===== src/rtl/resp_status_pkg.sv =====
// Purpose: constants for the card response and status word coder
// Assumes: one clock mclk at 125 MHz, synchronous active-high srst
// Notes: Avalon-MM register map and field codes live here
// Notes on behaviour
// - bit 7 of every byte is the msb; leftmost bit written is msb.
// - reserved bytes drive 00 and reserved bits drive zero.
// - status bit b3 set lets an invalidated file be read and updated.
// - structure code 00 transparent, 01 linear fixed, 03 cyclic.
// - type code 01 master, 02 dedicated, 04 elementary, 00 reserved.
// - access conditions sit in select response bytes 9 to 11, nibble each.
// - nibble 0 always, 1 first, 2 second, 3 reserved, 4-E admin, F never; the code grants F when the held level_q is F.
// - codes reused as admin levels still report their own nibble value.
// - plain normal ending answers 90 00.
// - pending proactive command answers 91 with its length.
// - failed data download answers 9E with response length.
// - waiting response data answers 9F with its length.
// - busy toolkit answers 93 00, later commands still accepted.
// - retried write answers 92 0X; memory fault answers 92 40.
// - referencing faults answer 94 with 00, 02, 04 or 08.
// - unmet access or failed check with attempts left answers 98 04.
// - 98 02 no secret, 98 08 secret state, 98 10 invalidation state.
// - failed check with no attempts left or blocked answers 98 40.
// - increase past maximum answers 98 50.
// - get-response only right after its command, else technical problem.
package resp_status_pkg;
  // ==========================================================
  // register map
  localparam logic [3:0] REG_CTRL = 4'h0;
  localparam logic [3:0] REG_FILE = 4'h1;
  localparam logic [3:0] REG_ACC_A = 4'h2;
  localparam logic [3:0] REG_ACC_B = 4'h3;
  localparam logic [3:0] REG_STAT = 4'h4;
  localparam logic [3:0] REG_STREAM = 4'h5;
  localparam logic [3:0] REG_SELRESP = 4'h6;
  localparam logic [31:0] UNMAPPED_DATA = 32'h0000_0000;
  // ==========================================================
  // outcome codes written by software
  localparam logic [4:0] OC_NORMAL = 5'h00;
  localparam logic [4:0] OC_PROACTIVE = 5'h01;
  localparam logic [4:0] OC_DL_FAIL = 5'h02;
  localparam logic [4:0] OC_RESP_WAIT = 5'h03;
  localparam logic [4:0] OC_BUSY = 5'h04;
  localparam logic [4:0] OC_RETRY = 5'h05;
  localparam logic [4:0] OC_MEM_FAULT = 5'h06;
  localparam logic [4:0] OC_NO_EF = 5'h07;
  localparam logic [4:0] OC_BAD_ADDR = 5'h08;
  localparam logic [4:0] OC_NOT_FOUND = 5'h09;
  localparam logic [4:0] OC_INCONS = 5'h0A;
  localparam logic [4:0] OC_ACC_FAIL = 5'h0B;
  localparam logic [4:0] OC_NO_SECRET = 5'h0C;
  localparam logic [4:0] OC_SECRET_ST = 5'h0D;
  localparam logic [4:0] OC_INVAL_ST = 5'h0E;
  localparam logic [4:0] OC_BLOCKED = 5'h0F;
  localparam logic [4:0] OC_MAX_VAL = 5'h10;
  localparam logic [4:0] OC_GET_RESP = 5'h11;
  // ==========================================================
  // status bytes
  localparam logic [7:0] SB1_NORMAL = 8'h90;
  localparam logic [7:0] SB1_PROACTIVE = 8'h91;
  localparam logic [7:0] SB1_MEMORY = 8'h92;
  localparam logic [7:0] SB1_BUSY = 8'h93;
  localparam logic [7:0] SB1_REFER = 8'h94;
  localparam logic [7:0] SB1_SECURITY = 8'h98;
  localparam logic [7:0] SB1_DL_FAIL = 8'h9E;
  localparam logic [7:0] SB1_RESP_WAIT = 8'h9F;
  localparam logic [7:0] SB1_TECH = 8'h6F;
  localparam logic [7:0] SB2_NONE = 8'h00;
  localparam logic [7:0] SB2_BAD_ADDR = 8'h02;
  localparam logic [7:0] SB2_NOT_FOUND = 8'h04;
  localparam logic [7:0] SB2_INCONS = 8'h08;
  localparam logic [7:0] SB2_NO_SECRET = 8'h02;
  localparam logic [7:0] SB2_ACC_FAIL = 8'h04;
  localparam logic [7:0] SB2_SECRET_ST = 8'h08;
  localparam logic [7:0] SB2_INVAL_ST = 8'h10;
  localparam logic [7:0] SB2_MEM_FAULT = 8'h40;
  localparam logic [7:0] SB2_BLOCKED = 8'h40;
  localparam logic [7:0] SB2_MAX_VAL = 8'h50;
  localparam logic [7:0] RESERVED_BYTE = 8'h00;
  // ==========================================================
  // file coding
  localparam logic [1:0] FS_TRANSPARENT = 2'h0;
  localparam logic [1:0] FS_LINEAR = 2'h1;
  localparam logic [1:0] FS_CYCLIC = 2'h2;
  localparam logic [7:0] STRUCT_TRANSPARENT = 8'h00;
  localparam logic [7:0] STRUCT_LINEAR = 8'h01;
  localparam logic [7:0] STRUCT_CYCLIC = 8'h03;
  localparam logic [1:0] FT_MASTER = 2'h0;
  localparam logic [1:0] FT_DEDICATED = 2'h1;
  localparam logic [1:0] FT_ELEMENTARY = 2'h2;
  localparam logic [7:0] TYPE_RESERVED = 8'h00;
  localparam logic [7:0] TYPE_MASTER = 8'h01;
  localparam logic [7:0] TYPE_DEDICATED = 8'h02;
  localparam logic [7:0] TYPE_ELEMENTARY = 8'h04;
  localparam int STAT_INVAL_OK_BIT = 2;
  localparam int STAT_VALID_BIT = 0;
  localparam logic [7:0] STAT_FIELD_MASK = 8'h05;
  localparam logic [3:0] AC_RESERVED = 4'h3;
  localparam logic [3:0] AC_ALWAYS = 4'h0;
  localparam logic [3:0] RETRY_MASK = 4'hF;
  localparam int ACC_NIBBLES = 6;
  localparam int SEL_BYTES = 5;
  typedef enum logic [1:0]
  {
    ST_IDLE = 2'b00,
    ST_DATA = 2'b01,
    ST_SB1 = 2'b10,
    ST_SB2 = 2'b11
  } tx_state_e;
endpackage : resp_status_pkg


===== src/rtl/card_response_status_coder.sv =====
// Purpose: status word and select response coder behind Avalon-MM
// Assumes: master holds requests until waitrequest low
// Notes: answers every access one cycle after it is raised
//
// The implementer's own choices: the register offsets and register access over Avalon-MM.
`timescale 1ns/1ps
module card_response_status_coder
(
  input wire logic mclk,
  input wire logic srst,
  input wire logic [3:0] avs_address,
  input wire logic avs_read,
  input wire logic avs_write,
  input wire logic [31:0] avs_writedata,
  input wire logic [3:0] avs_byteenable,
  output logic [31:0] avs_readdata,
  output logic avs_waitrequest,
  output logic [7:0] tx_byte,
  output logic tx_valid,
  input wire logic tx_ready,
  output logic tx_status,
  output logic access_allowed
);
  import resp_status_pkg::*;

  // ==========================================================
  // bus handshake
  logic ack_q;
  logic rd_fire;
  logic wr_fire;
  assign avs_waitrequest = (avs_read | avs_write) & ~ack_q;
  assign rd_fire = avs_read & ack_q;
  assign wr_fire = avs_write & ack_q;

  always_ff @(posedge mclk)
  begin
    if (srst)
      ack_q <= 1'b0;
    else
      ack_q <= (avs_read | avs_write) & ~ack_q;
  end

  // ==========================================================
  // control: outcome, counts, start
  logic [4:0] outcome_q;
  logic [7:0] len_q;
  logic [3:0] retry_q;
  logic [7:0] data_cnt_q;
  logic gr_ok_q;
  logic start;
  logic [7:0] stream_q [SEL_BYTES];
  logic [2:0] idx_q;
  assign start = wr_fire && avs_address == REG_CTRL && avs_byteenable[3];

  always_ff @(posedge mclk)
  begin
    if (srst)
    begin
      outcome_q <= OC_NORMAL;
      len_q <= SB2_NONE;
      retry_q <= 4'h0;
      data_cnt_q <= 8'h00;
    end
    else if (wr_fire && avs_address == REG_CTRL)
    begin
      if (avs_byteenable[0])
        outcome_q <= avs_writedata[4:0];
      if (avs_byteenable[1])
        len_q <= avs_writedata[15:8];
      if (avs_byteenable[2])
      begin
        retry_q <= avs_writedata[19:16] & RETRY_MASK;
        data_cnt_q <= {5'h00, avs_writedata[23:21]};
      end
    end
  end

  // get-response is legal only right after a command that left data;
  // the master file is implicitly selected at activation, so it starts set
  always_ff @(posedge mclk)
  begin
    if (srst)
      gr_ok_q <= 1'b1;
    else if (start && !busy)
      gr_ok_q <= (outcome_q == OC_RESP_WAIT);
  end

  // ==========================================================
  // file descriptor and access nibbles
  logic [1:0] fstruct_q;
  logic [1:0] ftype_q;
  logic invalidated_q;
  logic inval_ok_q;
  logic [3:0] acc_q [ACC_NIBBLES];
  logic [2:0] acc_sel_q;
  logic [3:0] level_q;

  always_ff @(posedge mclk)
  begin
    if (srst)
    begin
      fstruct_q <= FS_TRANSPARENT;
      ftype_q <= FT_MASTER;
      invalidated_q <= 1'b0;
      inval_ok_q <= 1'b0;
      acc_sel_q <= 3'h0;
      level_q <= 4'h0;
    end
    else if (wr_fire && avs_address == REG_FILE)
    begin
      if (avs_byteenable[0])
      begin
        fstruct_q <= avs_writedata[1:0];
        ftype_q <= avs_writedata[3:2];
        invalidated_q <= avs_writedata[4];
        inval_ok_q <= avs_writedata[5];
      end
      if (avs_byteenable[1])
      begin
        acc_sel_q <= avs_writedata[10:8];
        level_q <= avs_writedata[15:12];
      end
    end
  end

  genvar gi;
  generate
    for (gi = 0; gi < ACC_NIBBLES; gi++)
    begin : g_acc
      always_ff @(posedge mclk)
      begin
        if (srst)
          acc_q[gi] <= AC_ALWAYS;
        else if (wr_fire && avs_address == REG_ACC_A && avs_byteenable[gi/2])
          acc_q[gi] <= avs_writedata[gi*4 +: 4];
      end
    end
  endgenerate

  // the code is passed through unchanged, so a reused admin code reads back
  // as its own level; reserved nibble 3 never matches any held level
  logic [3:0] sel_cond;
  logic cond_met;
  always_comb
  begin
    sel_cond = (acc_sel_q < 3'(ACC_NIBBLES)) ? acc_q[acc_sel_q] : AC_RESERVED;
    cond_met = (sel_cond != AC_RESERVED) && (sel_cond == AC_ALWAYS
               || sel_cond == level_q);
  end

  always_ff @(posedge mclk)
  begin
    if (srst)
      access_allowed <= 1'b0;
    else
      access_allowed <= cond_met && (!invalidated_q || inval_ok_q);
  end

  // ==========================================================
  // select response codes: structure, type, status; bytes 9..13 carry access, status, structure
  logic [7:0] struct_code;
  logic [7:0] type_code;
  logic [7:0] file_stat;
  always_comb
  begin
    case (fstruct_q)
      FS_LINEAR: struct_code = STRUCT_LINEAR;
      FS_CYCLIC: struct_code = STRUCT_CYCLIC;
      default: struct_code = STRUCT_TRANSPARENT;
    endcase
    case (ftype_q)
      FT_MASTER: type_code = TYPE_MASTER;
      FT_DEDICATED: type_code = TYPE_DEDICATED;
      FT_ELEMENTARY: type_code = TYPE_ELEMENTARY;
      default: type_code = TYPE_RESERVED;
    endcase
    file_stat = RESERVED_BYTE;
    file_stat[STAT_VALID_BIT] = ~invalidated_q;
    file_stat[STAT_INVAL_OK_BIT] = inval_ok_q;
    file_stat = file_stat & STAT_FIELD_MASK;
  end

  // ==========================================================
  // status word map
  logic [7:0] sb1;
  logic [7:0] sb2;
  always_comb
  begin
    sb2 = SB2_NONE;
    case (outcome_q)
      OC_NORMAL: sb1 = SB1_NORMAL;
      OC_PROACTIVE:
      begin
        sb1 = SB1_PROACTIVE;
        sb2 = len_q;
      end
      OC_DL_FAIL:
      begin
        sb1 = SB1_DL_FAIL;
        sb2 = len_q;
      end
      OC_RESP_WAIT:
      begin
        sb1 = SB1_RESP_WAIT;
        sb2 = len_q;
      end
      OC_BUSY: sb1 = SB1_BUSY;
      OC_RETRY:
      begin
        sb1 = SB1_MEMORY;
        sb2 = {4'h0, retry_q};
      end
      OC_MEM_FAULT:
      begin
        sb1 = SB1_MEMORY;
        sb2 = SB2_MEM_FAULT;
      end
      OC_NO_EF: sb1 = SB1_REFER;
      OC_BAD_ADDR:
      begin
        sb1 = SB1_REFER;
        sb2 = SB2_BAD_ADDR;
      end
      OC_NOT_FOUND:
      begin
        sb1 = SB1_REFER;
        sb2 = SB2_NOT_FOUND;
      end
      OC_INCONS:
      begin
        sb1 = SB1_REFER;
        sb2 = SB2_INCONS;
      end
      OC_ACC_FAIL:
      begin
        sb1 = SB1_SECURITY;
        sb2 = SB2_ACC_FAIL;
      end
      OC_NO_SECRET:
      begin
        sb1 = SB1_SECURITY;
        sb2 = SB2_NO_SECRET;
      end
      OC_SECRET_ST:
      begin
        sb1 = SB1_SECURITY;
        sb2 = SB2_SECRET_ST;
      end
      OC_INVAL_ST:
      begin
        sb1 = SB1_SECURITY;
        sb2 = SB2_INVAL_ST;
      end
      OC_BLOCKED:
      begin
        sb1 = SB1_SECURITY;
        sb2 = SB2_BLOCKED;
      end
      OC_MAX_VAL:
      begin
        sb1 = SB1_SECURITY;
        sb2 = SB2_MAX_VAL;
      end
      OC_GET_RESP:
        sb1 = gr_ok_q ? SB1_NORMAL : SB1_TECH;
      default: sb1 = SB1_TECH;
    endcase
  end

  // ==========================================================
  // byte sender: data bytes, then the two status bytes
  tx_state_e state_q;
  logic [7:0] left_q;
  logic [7:0] sb1_q;
  logic [7:0] sb2_q;
  logic busy;
  assign busy = (state_q != ST_IDLE);

  // stream bytes are the selection response bytes 9..13, msb first on wire
  always_ff @(posedge mclk)
  begin
    if (srst)
    begin
      for (int i = 0; i < SEL_BYTES; i++)
        stream_q[i] <= RESERVED_BYTE;
    end
    else if (start && !busy)
    begin
      stream_q[0] <= {acc_q[1], acc_q[0]};
      stream_q[1] <= {acc_q[3], acc_q[2]};
      stream_q[2] <= {acc_q[5], acc_q[4]};
      stream_q[3] <= file_stat;
      stream_q[4] <= struct_code;
    end
  end

  // a start while busy is dropped; the busy status bit tells software
  always_ff @(posedge mclk)
  begin
    if (srst)
    begin
      state_q <= ST_IDLE;
      left_q <= 8'h00;
      idx_q <= 3'h0;
      sb1_q <= SB1_NORMAL;
      sb2_q <= SB2_NONE;
    end
    else
    begin
      case (state_q)
        ST_IDLE:
          if (start)
          begin
            sb1_q <= sb1;
            sb2_q <= sb2;
            idx_q <= 3'h0;
            left_q <= (data_cnt_q > 8'(SEL_BYTES)) ? 8'(SEL_BYTES)
                      : data_cnt_q;
            state_q <= (data_cnt_q != 8'h00) ? ST_DATA : ST_SB1;
          end
        ST_DATA:
          if (tx_ready)
          begin
            idx_q <= idx_q + 3'h1;
            left_q <= left_q - 8'h01;
            if (left_q == 8'h01)
              state_q <= ST_SB1;
          end
        ST_SB1:
          if (tx_ready)
            state_q <= ST_SB2;
        ST_SB2:
          if (tx_ready)
            state_q <= ST_IDLE;
        default: state_q <= ST_IDLE;
      endcase
    end
  end

  always_comb
  begin
    tx_valid = busy;
    tx_status = (state_q == ST_SB1) || (state_q == ST_SB2);
    case (state_q)
      ST_DATA: tx_byte = stream_q[idx_q];
      ST_SB1: tx_byte = sb1_q;
      ST_SB2: tx_byte = sb2_q;
      default: tx_byte = RESERVED_BYTE;
    endcase
  end

  // ==========================================================
  // read data
  always_ff @(posedge mclk)
  begin
    if (srst)
      avs_readdata <= UNMAPPED_DATA;
    else if ((avs_read | avs_write) & ~ack_q)
    begin
      case (avs_address)
        REG_CTRL: avs_readdata <= {8'h00, data_cnt_q[2:0], 1'b0, retry_q,
                                   len_q, 3'h0, outcome_q};
        REG_FILE: avs_readdata <= {16'h0000, level_q, 1'b0, acc_sel_q,
                                   2'h0, inval_ok_q, invalidated_q,
                                   ftype_q, fstruct_q};
        REG_ACC_A: avs_readdata <= {8'h00, acc_q[5], acc_q[4], acc_q[3],
                                    acc_q[2], acc_q[1], acc_q[0]};
        REG_STAT: avs_readdata <= {26'h0000000, gr_ok_q, access_allowed,
                                   state_q, 1'b0, busy};
        REG_STREAM: avs_readdata <= {sb1_q, sb2_q, 16'h0000};
        REG_SELRESP: avs_readdata <= {type_code, struct_code, file_stat,
                                      RESERVED_BYTE};
        default: avs_readdata <= UNMAPPED_DATA;
      endcase
    end
  end
endmodule : card_response_status_coder


===== config.mk =====
export PLATFORM = sky130hd
export DESIGN_NAME = card_response_status_coder
export DESIGN_NICKNAME = d
export VERILOG_FILES = /design/src/rtl/resp_status_pkg.sv /design/src/rtl/card_response_status_coder.sv
export SDC_FILE = /design/constraint.sdc
export NUM_CORES = 1
export LEC_CHECK = 0
export BUFFER_PORTS_ARGS = -buffer_cell sky130_fd_sc_hd__buf_2
export CORE_UTILIZATION = 53
export DETAILED_ROUTE_END_ITERATION = 6
export PLACE_DENSITY = 0.74
export SYNTH_ARGS = -nofsm -noshare
export SYNTH_HDL_FRONTEND = slang
export SYNTH_SLANG_ARGS = --single-unit

===== constraint.sdc =====
create_clock -name mclk -period 3.07 [get_ports mclk]
set_clock_uncertainty 0.2 [all_clocks]
set_input_delay 0.307 -clock mclk [delete_from_list [all_inputs] [get_ports mclk]]
set_output_delay 0.307 -clock mclk [all_outputs]
set_load 0.005 [all_outputs]

==> results_dict.tcl, run 1 <==
set metrics [dict create \
    status "finished clean" \
    startpoint_type "register" \
    hold_violations 0 \
    mostFrequentLayoutCell "nor2_1" \
    cts_tree "built" \
    clock-root-buffer "clkbuf_16" \
    num_vias 6182 \
    async_reset_ff_share_pct 0 \
    yosys_register_bits 151 \
    slew_viol_final 0 \
    r2r_setup_slack_ns 0.57 \
    fin_nets 871 \
    setup_viol 0 \
    ys_seq_area_share_pct 50.40 \
    path_class "register to output port" \
    yosys.cell_types.count 67 \
    grt_pass1_wl_um 32080 \
    post_cts_resized 0 \
    power-per-cell-area_nw_per_um2 560.0 \
    clk_path_buf_depth 2 \
    worst_slack_ns 0.1960 \
    drt.antenna.violating_nets 0 \
    antenna_found_initial 0 \
    fmax_mhz 348.0 \
    grt_start_max_net_pins 39 \
    ctsHtreeMaxLevel 4 \
    drtIter0Drc 670 \
    p_leak_nw 3.253 \
    syn_area_per_cell_um2 9.644 \
    synth_edf_count 52 \
    netlist_area_um2 7030 \
    cts_buffers 17 \
    viasPerCell 6.170 \
    wl_per_cell_um 20.94 \
    clock_sinks 151 \
    drc 0 \
    cp_num_cells 7 \
    clk_pin_slew_worst_paths_ns 0.06 \
    rows 41 \
    gp_congestion 0.9459 \
    r2r_start "state_q[1]" \
    area_delta_synth_final_pct 18.94 \
    p_sw_share_pct 25.10 \
    fp.dieH_um 117.2 \
    clock_latency_ns 0.43 \
    post-dp-hpwl_um 15410 \
    synth_area_leaders "dfxtp_1, edfxtp_1, nor2_1" \
    synth_nets 783 \
    crit_end "tx_byte[2]" \
    io_pins 89 \
    period_share_pct 93.61 \
    hp-class "input pin to register" \
    cp.arrival_ns 2.37 \
    p_sw_w 0.001175 \
    drv_cap 0 \
    drt_pass1_iterations 7 \
    reg2reg_depth 9 \
    ir_drop_uv 321.9 \
    slowest_stage "ha_1" \
    max_stage_delay_ns 0.45 \
    crit_family "simple AND/OR/NAND/NOR gates" \
    pre_cts_slack_ns 0.6122 \
    layout_common_cells "nor2_1, dfxtp_1, buf_2, a21oi_1, edfxtp_1" \
    cts-hold-fix-buffers 23 \
    grt_pass1_vias 5905 \
    totalWireLength_um 20980 \
    postSynthCellCount 729 \
    antennaDiodeCount 0 \
    synth_top_flop_cell "dfxtp_1" \
    die_w_um 117.2 \
    worstPathRequired_ns 2.56 \
    synth_top_cell_by_area "dfxtp_1" \
    slew-limit-headroom_pct 34.65 \
    rsz0062_at_grt "no" \
    synth_warnings 0 \
    core_area_um2 12770 \
    p_seq_share_pct 46.7 \
    rr_endpoint "idx_q[0]" \
    cp_num_buf_inv 3 \
    drive_above_1_share_pct 17.83 \
    min_period_ns 2.874 \
    track_usage_pct 32.62 \
    grt-ovfl-total 0 \
    crit_chain "inv_1 > ha_1 > inv_1 > nor2_1 > a222oi_1 > nor2_1 > buf_2" \
    p_comb_share_pct 10.2 \
    setup_tns_ns 0 \
    power_frac_clock_pct 43.2 \
    die_area_um2 13730 \
    initial_core_util_pct 55.04 \
    portBuffers 80 \
    internal-power_w 0.003507 \
    worst_slew_pin_slew_ns 0.9728 \
    cp_max_fo 12 \
    end_kind "output port" \
    worstSetupStartpoint "state_q[1]" \
    synth_top_area_share_pct 28.19 \
    cts_setup_buffers 0 \
]
[flip-flops by register name (all words and copies together), names as in the netlist, 2 cells and up, named ones only]
signal and flops:
sb2_q 8, level_q 4, avs_readdata 30, data_cnt_q 3
fstruct_q 2, ftype_q 2, retry_q 4, len_q 8
idx_q 3, outcome_q 5, stream_q 28, state_q 2
sb1_q 6, acc_sel_q 3, acc_q 24, left_q 8
[cell type report]
class	instances	area (um^2)
multi-input cells	506	3207
clock buffers	20	436.7
repair buffers	118	743.2
well taps	172	215.2
flip-flops and latches	151	3543
clock inverters	12	130.1
fillers	1026	4412
inverters	23	86.33
[cells by family after synthesis]
| group | after synthesis | share of synthesized area, % |
|---|---|---|
| AND/OR/NAND/NOR | 274 | 18.74 |
| AO/OA/AOI/OAI | 167 | 16.25 |
| flip-flops | 151 | 50.40 |
| buffers and inverters | 72 | 4.200 |
| multiplexers | 51 | 8.186 |
| adder cells (fa/ha/maj) | 9 | 1.602 |
| XOR/XNOR | 5 | 0.6229 |
[how the worst min path moves through the flow]
| stage | from | end | slack (ns) | depth (start not counted) |
|---|---|---|---|---|
| floorplan | left_q[1] | left_q[1] | 0.24 | 2 |
| global placement | left_q[1] | left_q[1] | 0.26 | 2 |
| detailed placement | left_q[1] | left_q[1] | 0.27 | 2 |
| CTS | avs_writedata[6] | acc_q[1][2] | 0.004 | 2 |
| global route | avs_writedata[6] | acc_q[1][2] | 0.01 | 2 |
| finish | avs_writedata[6] | acc_q[1][2] | 0.01 | 2 |
[power groups by stage]
stage / Sequential (W) / Clock [W] / Combinational (W)
after floorplan: 0.00220 / 0 / 0.000308
after global placement: 0.00222 / 0 / 0.000427
after detailed placement: 0.00223 / 0 / 0.000445
after CTS: 0.00218 / 0.00203 / 0.000468
after global routing: 0.00219 / 0.00212 / 0.000520
final: 0.00219 / 0.00202 / 0.000476
[worst register-to-register path, cell delays in order (launching register included)]
cell      delay [ns]
dfxtp_1         0.40
inv_1           0.11
ha_1            0.35
inv_1           0.22
nor2_1          0.10
a211oi_2        0.43
buf_4           0.23
nor2_1          0.05
a31oi_1         0.16
nor2_1          0.10
[per-layer routing]
metal  vias to the layer above  GRT usage (%)  wire length, um
met5                         -              0                0
met4                         0          15.27              674
met3                        40          7.981             1781
met2                       314          50.94             9719
met1                      2997          42.77             8802
li1                       2831              -                -
[per-stage QoR]
stage                     power (W)  cells  utilization [%]  hold WS [ns]  cell area (um^2)
final                      0.004682   1002            65.46       0.01420              8362
after detailed placement   0.002670    947            59.22        0.2733              7565
after global routing       0.004830   1002            65.46       0.01458              8362
after global placement     0.002650    947            59.22        0.2602              7565
after floorplan            0.002510    729                -        0.2448              7030
after CTS                  0.004684   1002            65.46      0.003517              8362
[cells in the mapped netlist (6+ instances only)]
cell	number
clkbuf_1	34
a22o_1	7
nand3_1	18
o21ai_0	14
nor3_1	11
a31oi_1	6
nand2_1	43
inv_1	22
nor2_1	114
a22oi_1	31
dfxtp_1	99
a21oi_1	58
and3_1	26
and2_1	30
mux2i_1	38
mux2_2	9
buf_2	7
a222oi_1	11
ha_1	9
nor2b_1	6
edfxtp_1	52
Power figures use the tool's default switching activity.
==> inputs of run 2 (changes only) <==
==> constraint.sdc (replaced) <==
create_clock -name mclk -period 3.07 [get_ports mclk]
set_clock_uncertainty 0.2 [all_clocks]
set_input_delay 0.4605 -clock mclk [delete_from_list [all_inputs] [get_ports mclk]]
set_output_delay 0.4605 -clock mclk [all_outputs]
set_load 0.005 [all_outputs]
==> run 2 against run 1 <==
  * The flow now finishes with violations (DRC)
  * Sequential cell count is the same
  * Non-clock buffer count decreased by 20
  * Via count down 1.9%
==> results_dict.tcl, run 2 (synthesized netlist as in run 1, its figures left out) <==
set metrics [dict create \
    status "finished, violations left" \
    violations "DRC" \
    power-per-cell-area_nw_per_um2 561.5 \
    p_total_w 0.004562 \
    wl_met3_um 1915 \
    startpoint_type "register" \
    clk_path_buf_depth 2 \
    crit_top_cell "nor2_1" \
    grt-ovfl-total 0 \
    initial_core_util_pct 55.04 \
    drive_above_1_share_pct 18.64 \
    clock_latency_ns 0.43 \
    drv_cap 0 \
    hold_path_depth 3 \
    rr_endpoint "access_allowed" \
    area_delta_synth_final_pct 15.57 \
    layout_common_cells "nor2_1, dfxtp_1, buf_2, a21oi_1, edfxtp_1" \
    slowest_stage "dfxtp_1" \
    grt_pass1_wl_um 30970 \
    worstPathRequired_ns 2.41 \
    slew-limit-headroom_pct 42.74 \
    cp_max_fo 6 \
    path_class "register to output port" \
    viasPerCell 6.177 \
    clock_sinks 151 \
    finish.utilization_pct 63.61 \
    core_area_um2 12770 \
    io_pins 89 \
    crit_chain "mux2i_1 > nor2_1 > a211oi_1 > a21oi_1 > a222oi_1 > nor2_1 > buf_2" \
    fp.dieH_um 117.2 \
    clk_pin_slew_worst_paths_ns 0.06 \
    die_w_um 117.2 \
    reg2reg_depth 6 \
    clock-root-buffer "clkbuf_16" \
    mostFrequentLayoutCell "nor2_1" \
    drtIter0Drc 739 \
    cts_setup_buffers 0 \
    post-dp-hpwl_um 15310 \
    max_stage_delay_ns 0.49 \
    ir_drop_uv 382.7 \
    drc 6 \
    ctsHtreeMaxLevel 4 \
    dr.max_layer_used "met4" \
    fmax_mhz 348.5 \
    portBuffers 80 \
    antenna_found_initial 0 \
    num_vias 6066 \
    drt.antenna.violating_nets 0 \
    wl_met2_um 9179 \
    rsz0062_at_grt "no" \
    min_period_ns 2.869 \
    cts_tree "built" \
    cts-hold-fix-buffers 0 \
    worst_slew_pin_slew_ns 0.8523 \
    grt_start_max_net_pins 42 \
    cp.arrival_ns 2.21 \
    min_from "avs_writedata[11]" \
    hp-class "input pin to register" \
    reg.largest.list "avs_readdata: 30 flops, stream_q: 28 flops, acc_q: 24 flops" \
    top_register "avs_readdata" \
    grt_pass1_vias 5533 \
    totalWireLength_um 20480 \
    die_area_um2 13730 \
    track_usage_pct 31.66 \
    hold_violations 0 \
    p_leak_nw 3.166 \
    largest_reg_flops 30 \
    fin_nets 851 \
    setup_viol 0 \
    cts_buffers 17 \
    routedLengthMet1_um 8684 \
    end_kind "output port" \
    min_to "len_q[3]" \
    r2r_setup_slack_ns 0.52 \
    drt_pass1_iterations 7 \
    period_share_pct 93.46 \
    antennaDiodeCount 0 \
    slew_viol_final 0 \
    rows 41 \
    gp_congestion 0.9448 \
    wl_per_cell_um 20.86 \
    setup_tns_ns 0 \
]
-- run 2: cell types whose count changed in the layout (fill, tap and decap cells not counted), moves of 2 or more --
cell and change:
inv_4 +2, clkinvlp_4 -2, buf_4 +3, clkbuf_1 +2
clkinv_4 -2, dlygate4sd3_1 -23
-- run 2: per-stage QoR --
stage               hold slack [ns]  cell area, um^2  instances  setup slack (ns)
finish                      0.09373             8125        982            0.2007
global route                 0.1157             8125        982           0.09176
CTS                         0.08755             8122        982            0.1139
detailed placement           0.2631             7587        950            0.5211
global placement             0.2596             7587        950            0.5569
floorplan                    0.2448             7030        729            0.4611
-- run 2: per-layer routing --
layer / up-vias / track usage [%]
met5: - / 0
met4: 0 / 15.53
met3: 44 / 7.467
met2: 353 / 47.65
met1: 2885 / 42.95
li1: 2784 / -
-- run 2: layout make-up --
cell class	count	area (um^2)
sequential	151	3545
multi-input combinational	506	3209
fill	1064	4648
clock buffer	23	457.9
tap	172	215.2
clock inverter	9	76.32
inverter	23	86.33
timing repair buffer	98	535.5
-- run 2: power breakdown --
group / internal (W) / switching (W)
Clock: 0.00113 / 0.000778
Sequential: 0.00213 / 0.0000593
Combinational: 0.000174 / 0.000293
Total: 0.00343 / 0.00113
-- run 2: worst max-delay path by stage --
stage / from / end / slack [ns] / cells past startpoint
after floorplan: avs_write / stream_q[0][0] / 0.46 / 6
after global placement: avs_address[1] / stream_q[2][6] / 0.56 / 8
after detailed placement: avs_address[1] / left_q[5] / 0.52 / 9
after CTS: register / tx_byte[0] / 0.11 / 5
after global routing: register / tx_byte[1] / 0.09 / 7
final: register / tx_byte[1] / 0.20 / 7
-- run 2: what timing repair did --
action / 4_1_cts / 5_1_grt
resized for setup: 0 / 2
endpoints found under the hold margin: 0 / 0
setup endpoints to repair: 0 / 3
-- run 2: critical path, delay by kind of cell, from the launching register on --
family / cells / cell delay [ns]
AO/OA/AOI/OAI: 3 / 0.82
buffers and inverters: 1 / 0.14
flip-flops: 1 / 0.49
multiplexers: 1 / 0.23
AND/OR/NAND/NOR: 2 / 0.11
